File: config.mk
export PLATFORM = sky130hd
export DESIGN_NAME = ahp_host_port
export DESIGN_NICKNAME = d
export VERILOG_FILES = /design/src/logic/ahp_pkg.sv /design/src/logic/ahp_host_port.sv
export SDC_FILE = /design/constraint.sdc
export NUM_CORES = 1
export LEC_CHECK = 0
export BUFFER_PORTS_ARGS = -buffer_cell sky130_fd_sc_hd__buf_2
export CORE_UTILIZATION = 25
export CTS_CLUSTER_DIAMETER = 100
export DETAILED_ROUTE_END_ITERATION = 8
export PLACE_DENSITY = 0.47
export SLEW_MARGIN = 40
export SYNTH_ARGS = -nofsm -noshare
export SYNTH_HDL_FRONTEND = slang
export SYNTH_SLANG_ARGS = --single-unit
File: constraint.sdc
create_clock -name sys_clk -period 5.75 [get_ports sys_clk]
set_input_delay 0.8625 -clock sys_clk [delete_from_list [all_inputs] [get_ports sys_clk]]
set_output_delay 0.8625 -clock sys_clk [all_outputs]
set_load 0.005 [all_outputs]
File: src/logic/ahp_pkg.sv
package ahp_pkg;
  // Drive clock
  localparam int CLK_PERIOD_NS = 40;
  // Longest wait-state stretch, rounded down to whole cycles
  localparam int IORDY_MAX_NS = 1250;
  localparam int IORDY_MAX_CYC = IORDY_MAX_NS / CLK_PERIOD_NS;
  // Tightest strobe-to-request change (mode 2), at least one cycle
  localparam int DMARQ_MAX_NS = 35;
  localparam int DMARQ_MAX_CYC =
    (DMARQ_MAX_NS / CLK_PERIOD_NS) < 1 ? 1 : DMARQ_MAX_NS / CLK_PERIOD_NS;
  // Bit positions in the synchronised pin vector
  localparam int PIN_DD = 0;
  localparam int PIN_DA = 16;
  localparam int PIN_CS0 = 19;
  localparam int PIN_CS1 = 20;
  localparam int PIN_RD = 21;
  localparam int PIN_WR = 22;
  localparam int PIN_ACK = 23;
  localparam int PIN_DIAG = 24;
  localparam int PIN_SLAVE = 25;
  localparam int PIN_W = 26;
  // Control block sits at 3F6/3F7: upper address bits both set
  localparam logic [1:0] CTL_ADDR_HI = 2'h3;
  localparam logic [2:0] DATA_REG_ADDR = 3'h0;
  localparam logic [15:0] BYTE_MASK = 16'h00ff;
  localparam logic [15:0] WORD_RESET = 16'h0000;
  typedef enum {RD_IDLE, RD_WAIT, RD_HOLD} ahp_rd_state_t;
endpackage

File: src/logic/ahp_host_port.sv
`timescale 1ns/1ps
// Notes on behaviour
// Slave drives passed-diagnostic; master samples it
// Three-bit address selects one register
// CS0- selects command block registers
// CS1- selects control registers
// DASP- open collector: activity or presence
// Host read/write strobe width per mode
// Host strobe recovery in PIO modes 3, 4
// IORDY held low at most 1250 ns
// Read data valid when IORDY released
// DMARQ change soon after read strobe; dmarq here follows dmaWant one cycle later instead
// DMARQ change soon after write strobe; dmarq here follows dmaWant one cycle later instead
// Host read strobe negated time in DMA
// Host write strobe negated time in DMA
// Host respects mode cycle time
// Device may stretch cycle via IORDY low
// Write strobe rising edge captures data
// DMARQ requests word, DMACK- answers
// Registers use low byte; data all 16
module ahp_host_port #(
  parameter int PRESENCE_CYC = 1000
) (
  input wire logic sys_clk, // Drive clock
  input wire logic reset, // Async, active high
  input wire logic [15:0] ddIn, // Host data bus level
  output logic [15:0] ddOut, // Data driven to host
  output logic ddOe, // Drive data bus
  input wire logic [2:0] da, // Host register address
  input wire logic cs0N, // Command block select
  input wire logic cs1N, // Control block select
  input wire logic diorN, // Host read strobe
  input wire logic diowN, // Host write strobe
  input wire logic dmackN, // DMA acknowledge
  output logic dmarq, // DMA request
  output logic iordyOut, // Ready pin level when driven
  output logic iordyOe, // Drives ready low
  input wire logic pdiagIn, // Passed-diagnostic pin level
  output logic pdiagOut, // Passed-diagnostic level
  output logic pdiagOe, // Pull passed-diagnostic low
  output logic daspOut, // Active/present level
  output logic daspOe, // Pull active/present low
  input wire logic slaveStrap, // Jumper: high for slave
  input wire logic diagPassed, // Core finished diagnostics ok
  input wire logic driveActive, // Core busy
  output logic peerPassed, // Slave reported pass
  output logic regWrStb, // Register write pulse
  output logic regWrCtl, // Write hits control block
  output logic [2:0] regWrAddr, // Register written
  output logic [15:0] regWrData, // Data written
  output logic regRdStb, // Register read pulse
  output logic regRdCtl, // Read hits control block
  output logic [2:0] regRdAddr, // Register read
  input wire logic [15:0] regRdData, // Read answer from core
  input wire logic regRdValid, // Read answer ready
  input wire logic dmaWant, // Core wants a DMA word moved
  input wire logic [15:0] dmaTxData, // Word for host
  output logic dmaTxTake, // Host took the word
  output logic dmaRxStb, // Word from host
  output logic [15:0] dmaRxData // Word received
);
  // Plain copy so the request deadline can bound a delay range
  localparam int DMARQ_LIM = ahp_pkg::DMARQ_MAX_CYC;
  logic [ahp_pkg::PIN_W-1:0] pinS1;
  logic [ahp_pkg::PIN_W-1:0] pinS2;
  logic [ahp_pkg::PIN_W-1:0] pinPrev;
  logic isSlave;
  logic strapDone;
  logic [1:0] strapCnt;
  logic [31:0] presCnt;
  ahp_pkg::ahp_rd_state_t rdState;
  logic [4:0] waitCnt;
  logic rdCtlHeld;
  logic [2:0] rdAddrHeld;
  logic [5:0] lowCnt;
  logic rdFall;
  logic rdRise;
  logic wrRise;
  logic acked;
  logic [1:0] wrSel;
  logic [1:0] rdSel;
  logic diorAsserted;

  // Returns {hit, control}; both selects together hit nothing
  function automatic logic [1:0] selDecode(
    input logic [ahp_pkg::PIN_W-1:0] p
  );
    logic c0;
    logic c1;
    c0 = !p[ahp_pkg::PIN_CS0];
    c1 = !p[ahp_pkg::PIN_CS1];
    if (c0 && !c1)
      selDecode = 2'h2;
    else if (c1 && !c0 &&
      p[ahp_pkg::PIN_DA+2 -: 2] == ahp_pkg::CTL_ADDR_HI)
      selDecode = 2'h3;
    else
      selDecode = 2'h0;
  endfunction

  // Low byte only, except the data register of the command block
  function automatic logic [15:0] widthMask(
    input logic ctl,
    input logic [2:0] addr,
    input logic [15:0] d
  );
    if (!ctl && addr == ahp_pkg::DATA_REG_ADDR)
      widthMask = d;
    else
      widthMask = d & ahp_pkg::BYTE_MASK;
  endfunction

  // Pins are asynchronous to the drive clock
  always_ff @(posedge sys_clk or posedge reset)
  begin
    if (reset)
    begin
      pinS1 <= '1;
      pinS2 <= '1;
      pinPrev <= '1;
    end
    else
    begin
      pinS1 <= {slaveStrap, pdiagIn, dmackN, diowN, diorN, cs1N, cs0N,
        da, ddIn};
      pinS2 <= pinS1;
      pinPrev <= pinS2;
    end
  end

  assign rdFall = !pinS2[ahp_pkg::PIN_RD] && pinPrev[ahp_pkg::PIN_RD];
  assign rdRise = pinS2[ahp_pkg::PIN_RD] && !pinPrev[ahp_pkg::PIN_RD];
  assign wrRise = pinS2[ahp_pkg::PIN_WR] && !pinPrev[ahp_pkg::PIN_WR];
  assign acked = !pinS2[ahp_pkg::PIN_ACK];
  assign diorAsserted = !pinS2[ahp_pkg::PIN_RD];
  // Data sampled alongside the last low write-strobe sample
  assign wrSel = selDecode(pinPrev);
  assign rdSel = selDecode(pinS2);

  // Strap caught once, after reset release
  always_ff @(posedge sys_clk or posedge reset)
  begin
    if (reset)
    begin
      isSlave <= 1'b0;
      strapDone <= 1'b0;
      strapCnt <= '0;
    end
    else if (!strapDone)
    begin
      // Reset fill of the synchroniser is not a strap reading
      strapCnt <= strapCnt + 2'h1;
      isSlave <= pinS2[ahp_pkg::PIN_SLAVE];
      strapDone <= strapCnt == 2'h2;
    end
  end

  // Diagnostic line: output when slave, input when master
  always_ff @(posedge sys_clk or posedge reset)
  begin
    if (reset)
    begin
      pdiagOut <= 1'b0;
      pdiagOe <= 1'b0;
      peerPassed <= 1'b0;
    end
    else
    begin
      pdiagOut <= 1'b0;
      pdiagOe <= strapDone && isSlave && diagPassed;
      peerPassed <= strapDone && !isSlave &&
        !pinS2[ahp_pkg::PIN_DIAG];
    end
  end

  // Presence first, then activity, on one open-collector line
  always_ff @(posedge sys_clk or posedge reset)
  begin
    if (reset)
    begin
      presCnt <= '0;
      daspOut <= 1'b0;
      daspOe <= 1'b0;
    end
    else
    begin
      daspOut <= 1'b0;
      if (presCnt < PRESENCE_CYC)
      begin
        presCnt <= presCnt + 32'h1;
        daspOe <= strapDone && isSlave;
      end
      else
        daspOe <= driveActive;
    end
  end

  // Register writes on the write strobe's rising edge
  always_ff @(posedge sys_clk or posedge reset)
  begin
    if (reset)
    begin
      regWrStb <= 1'b0;
      regWrCtl <= 1'b0;
      regWrAddr <= '0;
      regWrData <= ahp_pkg::WORD_RESET;
    end
    else
    begin
      regWrStb <= wrRise && !acked && wrSel[1];
      if (wrRise && !acked && wrSel[1])
      begin
        regWrCtl <= wrSel[0];
        regWrAddr <= pinPrev[ahp_pkg::PIN_DA +: 3];
        regWrData <= widthMask(wrSel[0], pinPrev[ahp_pkg::PIN_DA +: 3],
          pinPrev[ahp_pkg::PIN_DD +: 16]);
      end
    end
  end

  // Register reads stretched by wait states until the core answers or the wait limit runs out
  always_ff @(posedge sys_clk or posedge reset)
  begin
    if (reset)
    begin
      rdState <= ahp_pkg::RD_IDLE;
      waitCnt <= '0;
      rdCtlHeld <= 1'b0;
      rdAddrHeld <= '0;
      regRdStb <= 1'b0;
      regRdCtl <= 1'b0;
      regRdAddr <= '0;
      iordyOut <= 1'b0;
      iordyOe <= 1'b0;
    end
    else
    begin
      regRdStb <= 1'b0;
      iordyOut <= 1'b0;
      case (rdState)
        ahp_pkg::RD_IDLE:
        begin
          if (rdFall && !acked && rdSel[1])
          begin
            regRdStb <= 1'b1;
            regRdCtl <= rdSel[0];
            regRdAddr <= pinS2[ahp_pkg::PIN_DA +: 3];
            rdCtlHeld <= rdSel[0];
            rdAddrHeld <= pinS2[ahp_pkg::PIN_DA +: 3];
            iordyOe <= 1'b1;
            waitCnt <= '0;
            rdState <= ahp_pkg::RD_WAIT;
          end
        end
        ahp_pkg::RD_WAIT:
        begin
          waitCnt <= waitCnt + 5'h1;
          // Give up waiting rather than hang the host
          if (regRdValid ||
            waitCnt == 5'(ahp_pkg::IORDY_MAX_CYC - 1))
          begin
            iordyOe <= 1'b0;
            rdState <= ahp_pkg::RD_HOLD;
          end
        end
        ahp_pkg::RD_HOLD:
        begin
          if (!diorAsserted)
            rdState <= ahp_pkg::RD_IDLE;
        end
        default:
        begin
          iordyOe <= 1'b0;
          rdState <= ahp_pkg::RD_IDLE;
        end
      endcase
    end
  end

  // Data bus drive for register reads and DMA reads
  always_ff @(posedge sys_clk or posedge reset)
  begin
    if (reset)
    begin
      ddOut <= ahp_pkg::WORD_RESET;
      ddOe <= 1'b0;
    end
    else
    begin
      ddOe <= diorAsserted && (acked || rdState != ahp_pkg::RD_IDLE ||
        (rdFall && rdSel[1]));
      if (rdState == ahp_pkg::RD_WAIT && (regRdValid ||
        waitCnt == 5'(ahp_pkg::IORDY_MAX_CYC - 1)))
        ddOut <= widthMask(rdCtlHeld, rdAddrHeld, regRdData);
      else if (acked && rdFall)
        ddOut <= dmaTxData;
    end
  end

  // Multiword DMA: request follows the core, words move per strobe
  always_ff @(posedge sys_clk or posedge reset)
  begin
    if (reset)
    begin
      dmarq <= 1'b0;
      dmaTxTake <= 1'b0;
      dmaRxStb <= 1'b0;
      dmaRxData <= ahp_pkg::WORD_RESET;
    end
    else
    begin
      // Request follows the core one cycle later, not tied to any strobe edge
      dmarq <= dmaWant;
      dmaTxTake <= acked && rdRise;
      dmaRxStb <= acked && wrRise;
      if (acked && wrRise)
        dmaRxData <= pinPrev[ahp_pkg::PIN_DD +: 16];
    end
  end

  // Helper: cycles the ready line has been held low
  always_ff @(posedge sys_clk or posedge reset)
  begin
    if (reset)
      lowCnt <= '0;
    else if (iordyOe)
      lowCnt <= lowCnt + 6'h1;
    else
      lowCnt <= '0;
  end

  property p_iordyLimit;
    @(posedge sys_clk) disable iff (reset)
      lowCnt <= 6'(ahp_pkg::IORDY_MAX_CYC);
  endproperty
  a_iordyLimit: assert property (p_iordyLimit)
    else $error("ready held low too long");

  property p_dataAtRelease;
    @(posedge sys_clk) disable iff (reset)
      $fell(iordyOe) |-> ddOut == widthMask(rdCtlHeld, rdAddrHeld,
        $past(regRdData));
  endproperty
  a_dataAtRelease: assert property (p_dataAtRelease)
    else $error("read data not valid at ready release");

  property p_waitOnRead;
    @(posedge sys_clk) disable iff (reset)
      regRdStb |-> iordyOe;
  endproperty
  a_waitOnRead: assert property (p_waitOnRead)
    else $error("read taken without wait state");

  property p_writeCapture;
    @(posedge sys_clk) disable iff (reset)
      (wrRise && !acked && wrSel == 2'h2 &&
        pinPrev[ahp_pkg::PIN_DA +: 3] == ahp_pkg::DATA_REG_ADDR)
      |=> regWrStb && !regWrCtl && regWrData == $past(pinPrev[15:0]);
  endproperty
  a_writeCapture: assert property (p_writeCapture)
    else $error("data register write not captured");

  property p_byteRegs;
    @(posedge sys_clk) disable iff (reset)
      regWrStb && (regWrCtl || regWrAddr != ahp_pkg::DATA_REG_ADDR)
      |-> regWrData[15:8] == 8'h00;
  endproperty
  a_byteRegs: assert property (p_byteRegs)
    else $error("register write wider than a byte");

  property p_ctlDecode;
    @(posedge sys_clk) disable iff (reset)
      regWrStb && regWrCtl |-> regWrAddr[2:1] == ahp_pkg::CTL_ADDR_HI;
  endproperty
  a_ctlDecode: assert property (p_ctlDecode)
    else $error("control write outside control block");

  property p_dmarqFollow;
    @(posedge sys_clk) disable iff (reset)
      $fell(dmaWant) |-> ##[0:DMARQ_LIM] !dmarq;
  endproperty
  a_dmarqFollow: assert property (p_dmarqFollow)
    else $error("request not dropped in time");

  property p_dmaNoRegs;
    @(posedge sys_clk) disable iff (reset)
      acked && (wrRise || rdFall) |=> !regWrStb && !regRdStb;
  endproperty
  a_dmaNoRegs: assert property (p_dmaNoRegs)
    else $error("DMA strobe reached registers");

  property p_diagDir;
    @(posedge sys_clk) disable iff (reset)
      pdiagOe |-> isSlave && !peerPassed;
  endproperty
  a_diagDir: assert property (p_diagDir)
    else $error("diagnostic line driven as master");

  property p_daspSource;
    @(posedge sys_clk) disable iff (reset)
      presCnt >= PRESENCE_CYC && $past(presCnt) >= PRESENCE_CYC
      |-> daspOe == $past(driveActive);
  endproperty
  a_daspSource: assert property (p_daspSource)
    else $error("activity not shown on shared line");
endmodule

Yosys cells after proc, flatten, opt, wreduce, memory -nomap -nowiden
Cells that the tools add are included.
- register bits after elaboration: 214
- input bits: 64
- output and inout port bits: 69
- word-level logic and storage cells: 112
- add/sub/neg operators: 3
- magnitude comparators: 1
- eq/ne operators: 10
- mux-type cells: 21
- bitwise logic cells: 1
- reduce and logical (&&, ||, !) cells: 50
- operator list (kind ; count):
    $mux 32 ; 3
    $pmux 32 s3 ; 1
    $eq 32x2->1 const B ; 2
    $mux 16 ; 4
    $add 32x1->32 const B ; 1
    $eq 32x1->1 const B ; 1
    $logic_not 32->1 ; 1
    $lt 32x10->1 const B ; 1
    $reduce_bool 32->1 ; 1
    $logic_and 1x1->1 ; 25
    $logic_not 1->1 ; 12
    $pmux 5 s2 ; 1
    $mux 2 ; 4
    $eq 2x2->1 const B ; 3
    $logic_not 3->1 ; 2
    $mux 1 ; 6
    $ne 2x2->1 const B ; 3
    $reduce_and 3->1 ; 2
    $add 5x1->5 const B ; 1
    $eq 5x5->1 const B ; 1
    $mux 5 ; 1
    $reduce_and 2->1 ; 2
    $reduce_bool 2->1 ; 2
    $logic_or 1x1->1 ; 3
    3 further kinds ; 3

Longest topological paths before layout
Gate-level depths: netlist of the first run.
- depth after elaboration: 8
- depth in mapped cells: 8
- gate-level depth less buffers: 6

Least setup slack after synthesis of the first run
No wires, ideal clock.
- path kind: in2reg
- from: in regRdValid
- to: reg ddOut[10]
- library setup time: 0.133 ns
- arrival time: 1.658 ns
- required time: 5.617 ns
- setup slack: 3.959 ns
- stages on the path: 6
- path buffers: 2
- cell sequence: a41o_1 and2_1 clkbuf_1 clkbuf_1 nand3_1 o21ai_0
- word-level cells in the longest chain between the ends: 3
- elaborated cells between the ends (all ways): 4
- those cells by class: 1 x mux; 3 x reduce/logical
- ends and longest elaborated chain (element ; line ; RTL):
    start, declared ; ahp_host_port.sv:55 ; input wire logic regRdValid,
    $logic_or 1x1->1 (*) ; ahp_host_port.sv:292 ; if (rdState == ahp_pkg::RD_WAIT && (regRdValid ||
    $logic_and 1x1->1 (*) ; ahp_host_port.sv:292 ;
    $mux 16 or $reduce_bool 2->1 (tied branches) ; -- ;
    end signal, assigned ; ahp_host_port.sv:285 ; ddOut <= ahp_pkg::WORD_RESET;
    end signal, assigned ; ahp_host_port.sv:294 ; ddOut <= widthMask(rdCtlHeld, rdAddrHeld, regRdData);
    end signal, assigned ; ahp_host_port.sv:296 ; ddOut <= dmaTxData;
    end, declared ; ahp_host_port.sv:27 ; output logic [15:0] ddOut,
Mark *: on every way between the ends. The rest lies on a longest branch, timed or not.
A chain may end at the register's enable or synchronous reset.

==> flow_summary.json, run 1 <==
{
  "status": "finished clean",
  "fin_setup_tns_ns": 0,
  "cts_hold_buf": 0,
  "synth_ff_type": "dfrtp_1",
  "syn-cell-area_um2": 6280,
  "p_comb_share_pct": 9.6,
  "syn_to_final_growth_pct": 25.3,
  "cts_max_path_buffers": 2,
  "synth_edf_count": 0,
  "period_share_pct": 31.9,
  "cp_cell_sequence": "buf_2",
  "port_buffers": 129,
  "p_leak_nw": 3.57,
  "worst_pin_slew_ns": 0.636,
  "power.switching_uw": 689,
  "crit_buf_inv": 1,
  "ys.warnings.count": 0,
  "yosysUniqueCellTypes": 37,
  "track_usage_pct": 9.95,
  "netlist.area_leader.share_pct": 43.4,
  "crit_type": "flip-flop to primary output",
  "hpwl_um": 8340,
  "slew_violations": 0,
  "cp.required_ns": 4.89,
  "p_int_mw": 2.23,
  "fin_skew_ns": 0.00757,
  "cts_tree": "built",
  "r2r_start": "pinS2[18]$_DFF_PP1_",
  "rr_worst_depth": 4,
  "setup_violations": 0,
  "layout_commonest_cell": "buf_2",
  "end_kind": "primary output",
  "cts.repair.resized": 0,
  "syn_inst": 424,
  "synth_fa_ha_area_share_pct": 0.797,
  "cts_buffers": 17,
  "hp-class": "input pin to async pin",
  "initial_utilization_pct": 25.7,
  "die_w_um": 160,
  "ys_seq_area_share_pct": 74.8,
  "slew_headroom_pct": 57.6,
  "rsz0062_at_grt": "no",
  "fp.dieH_um": 160,
  "clock_sinks": 184,
  "drv_cap": 0,
  "synthArstFlopShare_pct": 100,
  "critPathTopFamily": "flip-flops",
  "rrSetupSlack_ns": 3.94,
  "start_kind": "flip-flop",
  "grt_pass1_vias": 3720,
  "cts_setup_buffers": 0,
  "synth_simple_gate_area_share_pct": 8.31,
  "yosys-top-cells-area": "dfrtp_1, dfstp_2, mux2_2",
  "synth-xor-area-share_pct": 1.39,
  "num_vias": 3509,
  "wl_per_cell_um": 13.7,
  "antenna_found_initial": 0,
  "synth_top_family_by_area": "simple AND/OR/NAND/NOR gates",
  "drc": 0,
  "cts-htree-levels": 4,
  "postRouteAntennaNets": 0,
  "clk_pin_slew_ns": 0.07,
  "antenna-diode-count": 0,
  "core-area_um2": 24500,
  "r2r_end": "rdAddrHeld[0]$_DFFE_PP0P_",
  "firstDrtPassIters": 4,
  "final_nets": 614,
  "fin_util_pct": 32.2,
  "fmax_mhz": 545,
  "drt_iter0_drc": 142,
  "place.gp.congestion": 0.705,
  "clk_latency_ns": 0.41,
  "root_buffer": "clkbuf_16",
  "slowest_stage": "dfrtp_1",
  "cpPeakStageDelay_ns": 0.41,
  "grt_max_degree": 86,
  "routed_via_density": 3.97,
  "power_frac_seq_pct": 51.6,
  "postSynthAreaPerCell_um2": 14.8,
  "ys_seq_elements": 184,
  "routed_wl_um": 12100,
  "synthMuxAreaShare_pct": 8.11,
  "holdWs_ns": 0.350,
  "swShare_pct": 23.6,
  "p_per_area_nw_per_um2": 372,
  "final_cell_mix": "buf_2, dfrtp_1, dfstp_2, o21ai_0, nand2_1",
  "num_rows": 57,
  "die_area_um2": 25800,
  "arrival_ns": 0.97,
  "yosys.area.top_type": "dfrtp_1",
  "synth_compound_area_share_pct": 3.45,
  "fin_crit_ns": 1.83,
  "finalHoldViolCount": 0,
  "pwr-share-clk_pct": 38.7,
  "drive_gt1_share_pct": 51.3,
  "grt_overflow": 0,
  "crit_path_max_fanout": 3,
  "grt_pass1_wl_um": 20000,
  "peakVddDrop_uv": 151,
  "io_pins": 133
}
==> how the worst max path moves through the flow <==
| stage | from | endpoint | slack (ns) | depth (start not counted) |
|---|---|---|---|---|
| after floorplan | reset | daspOe$_DFF_PP0_ | 0.01 | 1 |
| after global placement | regRdValid | rdState[1]$_DFFE_PP0P_ | 3.59 | 4 |
| after detailed placement | regRdValid | ddOut[11]$_DFFE_PP0P_ | 3.47 | 4 |
| after CTS | waitCnt[0]$_DFFE_PP0P_ | ddOut[12]$_DFFE_PP0P_ | 3.72 | 5 |
| after global routing | presCnt[31]$_DFFE_PP0N_ | presCnt[8]$_DFFE_PP0N_ | 3.77 | 5 |
| final | rdCtlHeld$_DFFE_PP0P_ | regRdCtl | 3.92 | 1 |
==> power by group through the flow <==
stage	Combinational, mW	Clock [mW]	Sequential, mW
2_1_floorplan	0.122	0	1.53
3_3_place_gp	0.279	0	1.53
3_5_place_dp	0.289	0	1.53
4_1_cts	0.289	1.18	1.51
5_1_grt	0.320	1.23	1.53
6_report	0.282	1.13	1.51
==> cell families (layout without fill, tap and decap cells) <==
group                      count (synthesis)  after routing
DFF                                      184            184
and+or+nand+nor                           92             92
muxes                                     47             47
buffers and inverters                     45            178
AOI/OAI and AO/OA                         41             41
xor gates and xnor gates                  10             10
adders and majority gates                  4              4
other                                      1              3
==> through the flow <==
stage	power (mW)	instance area [µm²]	cells	setup WS, ns
floorplan	1.65	6290	426	0.0112
global placement	1.81	7230	848	3.59
detailed placement	1.82	7260	850	3.47
CTS	2.98	7840	882	3.72
global route	3.08	7870	883	3.77
finish	2.92	7870	883	3.92
==> synthesized netlist by cell type, types with 5 or more instances <==
master	n
nand2_1	35
dfstp_2	75
o21ai_0	38
nand3_1	16
inv_1	9
nand4_1	5
dfrtp_1	109
clkbuf_1	29
mux2_2	31
xor2_1	8
nor2_1	6
mux2i_1	16
==> state kept, by name (all words and copies together), names as in the netlist, 2 cells and up <==
name / count
dmaRxData: 16
pinPrev: 23
presCnt: 32
ddOut: 16
regWrData: 16
strapCnt: 2
waitCnt: 5
pinS1: 26
rdAddrHeld: 3
pinS2: 26
rdState: 2
regWrAddr: 3
==> routing by layer <==
layer  vias to the layer above  part of all wire (%)  GRT usage (%)
met2                        93                    48           15.8
met3                         8                   5.6           3.59
met1                      1761                    45           12.6
met5                         -                     0              0
li1                       1647                     -              -
met4                         0                   1.1           3.16
==> final cells by class <==
cell class,instances,area (µm²)
clock buffers,20,447
clock inverters,12,126
fillers,2443,16600
inverters,9,38.8
multi-input cells,197,1410
flip-flops and latches,184,4700
well taps,324,405
repair buffers,137,743
Power figures use the tool's default switching activity.
==> run 2: changes to the inputs <==
PLACE_DENSITY = 0.46   (was 0.47)
clock period = 1.85 ns   (was 5.75 ns; I/O delays follow)
==> run 2 against run 1 <==
  * Sequential power increased to 3.1 times the previous value
  * Critical endpoint is now presCnt[6]$_DFFE_PP0N_
  * Largest cell class unchanged
  * Clock power rose to 3.1 times the previous value
  * Via count grew 3.1%
  * Critical path type is now flip-flop to flip-flop
==> flow_summary.json, run 2 (synthesis results as in run 1) <==
{
  "status": "finished clean",
  "grt_overflow": 0,
  "cts_max_path_buffers": 2,
  "final_cell_mix": "buf_2, dfrtp_1, dfstp_2, o21ai_0, nand2_1",
  "cts-htree-levels": 4,
  "drive_gt1_share_pct": 49.1,
  "power.switching_mw": 2.17,
  "p_comb_share_pct": 10.2,
  "swShare_pct": 23.9,
  "largest_register_ffs": 32,
  "firstDrtPassIters": 4,
  "die_area_um2": 25800,
  "fillers": 2414,
  "num_rows": 57,
  "cts_buffers": 17,
  "num_vias": 3617,
  "setup_violations": 0,
  "drv_cap": 0,
  "arrival_ns": 2.11,
  "finalPower_mw": 9.07,
  "track_usage_pct": 9.93,
  "io_pins": 133,
  "fp.dieH_um": 160,
  "crit_path_max_fanout": 11,
  "cts_setup_buffers": 0,
  "initial_utilization_pct": 25.7,
  "slew_violations": 0,
  "multi_input_area_um2": 1420,
  "clk_pin_slew_ns": 0.07,
  "grt_max_degree": 65,
  "rsz0062_at_grt": "yes",
  "routed_wl_um": 11900,
  "die_w_um": 160,
  "crit_type": "flip-flop to flip-flop",
  "holdWs_ns": 0.0679,
  "power_frac_seq_pct": 51.7,
  "regMostFlops": "presCnt",
  "antenna-diode-count": 0,
  "p_per_area_nw_per_um2": 1110,
  "hpwl_um": 8170,
  "slew_headroom_pct": 64.6,
  "antenna_found_initial": 0,
  "period_share_pct": 96.3,
  "worst_pin_slew_ns": 0.529,
  "cp.required_ns": 2.18,
  "setup_ws_ns": 0.0675,
  "pre_cts_slack_ns": -0.00936,
  "root_buffer": "clkbuf_16",
  "routed_via_density": 3.95,
  "place.gp.congestion": 0.700,
  "hp-class": "input pin to flip-flop",
  "start_kind": "flip-flop",
  "syn_to_final_growth_pct": 30.6,
  "final_nets": 646,
  "seqCellArea_um2": 4700,
  "fmax_mhz": 561,
  "wl_per_cell_um": 13.0,
  "core-area_um2": 24500,
  "drt_iter0_drc": 91,
  "pwr-share-clk_pct": 38.1,
  "p_leak_nw": 3.71,
  "grt_pass1_wl_um": 20000,
  "port_buffers": 129,
  "clk_latency_ns": 0.42,
  "cts_tree": "built",
  "reg_top3": "presCnt x32, pinS1 x26, pinS2 x26",
  "grt_pass1_vias": 3845,
  "end_kind": "flip-flop",
  "fin_crit_ns": 1.78,
  "fin_util_pct": 33.5,
  "layout_commonest_cell": "buf_2",
  "finalHoldViolCount": 0,
  "peakVddDrop_uv": 470,
  "fin_setup_tns_ns": 0,
  "fin_skew_ns": 0.0115,
  "drc": 0,
  "clock_sinks": 184,
  "p_int_mw": 6.90,
  "postRouteAntennaNets": 0
}
## run 2: cell types whose count changed in the layout (fill, tap and decap cells not counted), moves of 2 or more
cell           previous run  this run
bufinv_16                 2         0
dlygate4sd3_1             0        28
clkinv_2                  5         1
buf_12                    0         5
clkbuf_1                  2         4
clkbuf_16                17        19
buf_6                     3         0
buf_4                     3         7
## run 2: final timing paths
kind	slack, ns	startpoint	cells after the start	to
worst min register to register	0.34	pinS2[1]$_DFF_PP1_	0	pinPrev[1]$_DFF_PP1_
max in group asynchronous	0.66	reset	4	pinS1[23]$_DFF_PP1_
worst max register to register	0.07	presCnt[21]$_DFFE_PP0N_	5	presCnt[6]$_DFFE_PP0N_
min in group asynchronous	0.45	reset	3	presCnt[8]$_DFFE_PP0N_
worst min-delay path	0.07	regRdData[2]	3	ddOut[2]$_DFFE_PP0P_
worst max-delay path	0.07	presCnt[21]$_DFFE_PP0N_	5	presCnt[6]$_DFFE_PP0N_
## run 2: worst max-delay path: stages (launching register included)
cell and delay, ns:
dfrtp_1 0.39, nor4_2 0.29, nand4_1 0.15, or3_4 0.44, nor3_4 0.21, xor2_1 0.20
## run 2: per-layer routing
layer	GRT usage, %	vias to the layer above	wire length [µm]
met1	12.7	1810	5400
met4	3.77	0	141
li1	-	1717	-
met5	0	-	0
met2	15.8	79	5790
met3	3.00	11	594
## run 2: cell type report
class / count / area share [%]
Clock buffer: 24 / 6.15
Multi-Input combinational cell: 197 / 17.3
Tap cell: 324 / 4.94
Sequential cell: 184 / 57.3
Timing Repair Buffer: 169 / 13.2
Inverter: 9 / 0.458
Clock inverter: 8 / 0.748
## run 2: through the flow
| step | cells | instance area, µm² |
|---|---|---|
| floorplan | 426 | 6290 |
| global placement | 855 | 7350 |
| detailed placement | 855 | 7350 |
| CTS | 915 | 8190 |
| global route | 915 | 8200 |
| finish | 915 | 8200 |
## run 2: power by group through the flow
| stage | Sequential, mW | Clock [mW] | Combinational (mW) |
|---|---|---|---|
| finish | 4.69 | 3.46 | 0.923 |
| global route | 4.74 | 3.78 | 1.04 |
| floorplan | 4.74 | 0 | 0.381 |
| CTS | 4.69 | 3.60 | 0.953 |
| detailed placement | 4.76 | 0 | 0.906 |
| global placement | 4.74 | 0 | 0.890 |
## run 2: timing repair
action | in CTS | in global routing
pin swaps | 1 | 0
endpoints found under the hold margin | 43 | 0
resized for setup | 0 | 2
hold buffers | 28 | 0
endpoints found under the setup margin | 1 | 9
==> run 3: changes to the inputs <==
SETUP_SLACK_MARGIN = 0.1   (was not set)
SKIP_CTS_REPAIR_TIMING = 1   (was not set)
==> run 3 against run 2 <==
  * Utilization hardly changed
  * Cell count unchanged
  * Critical endpoint unchanged
  * Clock skew is essentially flat
  * Wire length rose by 0.31%
  * Global-route usage down 0.11 points
  * Non-clock buffer count unchanged
  * Hold slack is essentially flat
  * Total power is essentially flat
  * Sequential share of layout area about the same
  * Critical path type unchanged
  * First-iteration DRC count shrank 8.8%
==> flow_summary.json, run 3 (synthesis results as in run 1) <==
{
  "final_nets": 646,
  "drc": 0,
  "final_cell_mix": "buf_2, dfrtp_1, dfstp_2, o21ai_0, nand2_1",
  "cpPeakStageDelay_ns": 0.44,
  "die_area_um2": 25800,
  "min_to": "ddOut[2]$_DFFE_PP0P_",
  "initial_utilization_pct": 25.7,
  "slew_headroom_pct": 64.6,
  "fp.dieH_um": 160,
  "io_pins": 133,
  "critPathTopFamily": "simple AND/OR/NAND/NOR gates",
  "arrival_ns": 2.11,
  "syn_to_final_growth_pct": 30.7,
  "finalHoldViolCount": 0,
  "routed_wl_um": 12000,
  "fin_util_pct": 33.5,
  "drive_gt1_share_pct": 49.1,
  "rr_worst_depth": 5,
  "firstDrtPassIters": 4,
  "end_kind": "flip-flop",
  "cts_max_path_buffers": 2,
  "pwr-share-clk_pct": 38.1,
  "fin_skew_ns": 0.0115,
  "pre_cts_slack_ns": -0.00936,
  "clk_pin_slew_ns": 0.07,
  "track_usage_pct": 9.83,
  "slowest_stage": "or3_4",
  "cts_tree": "built",
  "root_buffer": "clkbuf_16",
  "power_frac_seq_pct": 51.7,
  "regMostFlops": "presCnt",
  "p_comb_share_pct": 10.2,
  "grt_overflow": 0,
  "crit_type": "flip-flop to flip-flop",
  "cp_cell_sequence": "nor4_2, nand4_1, or3_4, nor3_4, xor2_1",
  "postRouteAntennaNets": 0,
  "cts_buffers": 17,
  "peakVddDrop_uv": 470,
  "swShare_pct": 23.9,
  "wl_per_cell_um": 13.1,
  "die_w_um": 160,
  "reg_top3": "presCnt x32, pinS1 x26, pinS2 x26",
  "setup_violations": 0,
  "postLayoutCellArea_um2": 8210,
  "routed_via_density": 3.96,
  "p_leak_nw": 3.72,
  "place.gp.congestion": 0.700,
  "p_int_mw": 6.90,
  "hp-class": "input pin to flip-flop",
  "port_buffers": 129,
  "r2r_start": "presCnt[21]$_DFFE_PP0N_",
  "rsz0062_at_grt": "yes",
  "period_share_pct": 96.4,
  "antenna_found_initial": 0,
  "cp.required_ns": 2.18,
  "crit_buf_inv": 0,
  "grt_max_degree": 65,
  "min_from": "regRdData[2]",
  "drv_cap": 0,
  "clock_sinks": 184,
  "clk_latency_ns": 0.42,
  "setup_ws_ns": 0.0672,
  "place_area_um2": 7350,
  "num_vias": 3624,
  "power.switching_mw": 2.17,
  "largest_register_ffs": 32,
  "num_rows": 57,
  "drt_iter0_drc": 83,
  "slew_violations": 0,
  "cts-htree-levels": 4,
  "min_path_cells": 3,
  "antenna-diode-count": 0,
  "layout_commonest_cell": "buf_2",
  "hpwl_um": 8170,
  "fin_setup_tns_ns": 0,
  "core-area_um2": 24500,
  "grt_pass1_vias": 3757,
  "p_per_area_nw_per_um2": 1110,
  "grt_pass1_wl_um": 19700,
  "fmax_mhz": 561,
  "fin_crit_ns": 1.78,
  "status": "finished clean",
  "rrSetupSlack_ns": 0.07,
  "crit_path_max_fanout": 11,
  "worst_pin_slew_ns": 0.529,
  "r2r_end": "presCnt[6]$_DFFE_PP0N_",
  "start_kind": "flip-flop"
}
run 3: cell counts in the layout (fill, tap and decap cells not counted):
Identical to the previous run, type by type.
run 3: worst register-to-register path: cells and delay by family, from the launching register on:
kind | cells | cell delay (ns)
xor gates and xnor gates | 1 | 0.20
and+or+nand+nor | 4 | 1.10
DFF | 1 | 0.39
run 3: cell type report:
cell class                 count  area, µm²
inverter                       9       37.5
tap                          324        405
clock inverter                 8       61.3
sequential                   184       4700
timing repair buffer         169       1080
fill                        2413      16300
multi-input combinational    197       1420
clock buffer                  24        504
run 3: stage by stage:
stage	hold slack [ns]	instances	power, mW
finish	0.0682	915	9.07
floorplan	0.282	426	5.12
detailed placement	0.347	855	5.67
global placement	0.346	855	5.63
CTS	-0.110	887	9.20
global route	0.0496	915	9.57
run 3: how the worst max path moves through the flow:
stage               depth (start not counted)               startpoint                     end
floorplan                                   1                    reset        daspOe$_DFF_PP0_
global placement                            5  presCnt[31]$_DFFE_PP0N_  presCnt[8]$_DFFE_PP0N_
detailed placement                          5  presCnt[21]$_DFFE_PP0N_  presCnt[8]$_DFFE_PP0N_
CTS                                         5  presCnt[21]$_DFFE_PP0N_  presCnt[6]$_DFFE_PP0N_
global route                                5  presCnt[21]$_DFFE_PP0N_  presCnt[7]$_DFFE_PP0N_
finish                                      5  presCnt[21]$_DFFE_PP0N_  presCnt[6]$_DFFE_PP0N_
run 3: power groups by stage:
stage | Combinational [mW] | Sequential [mW] | Clock, mW
finish | 0.925 | 4.69 | 3.46
global route | 1.04 | 4.74 | 3.78
CTS | 0.906 | 4.69 | 3.60
detailed placement | 0.906 | 4.76 | 0
global placement | 0.890 | 4.74 | 0
floorplan | 0.381 | 4.74 | 0
run 3: metal layers:
metal  wire (µm)  vias to the layer above  GRT usage, %  part of all wire (%)
met5           0                        -             0                     0
met4         141                        0          3.77                   1.2
met3         593                       11          3.02                   5.0
met2        5830                       81          15.7                    49
met1        5410                     1819          12.5                    45
li1            -                     1713             -                     -
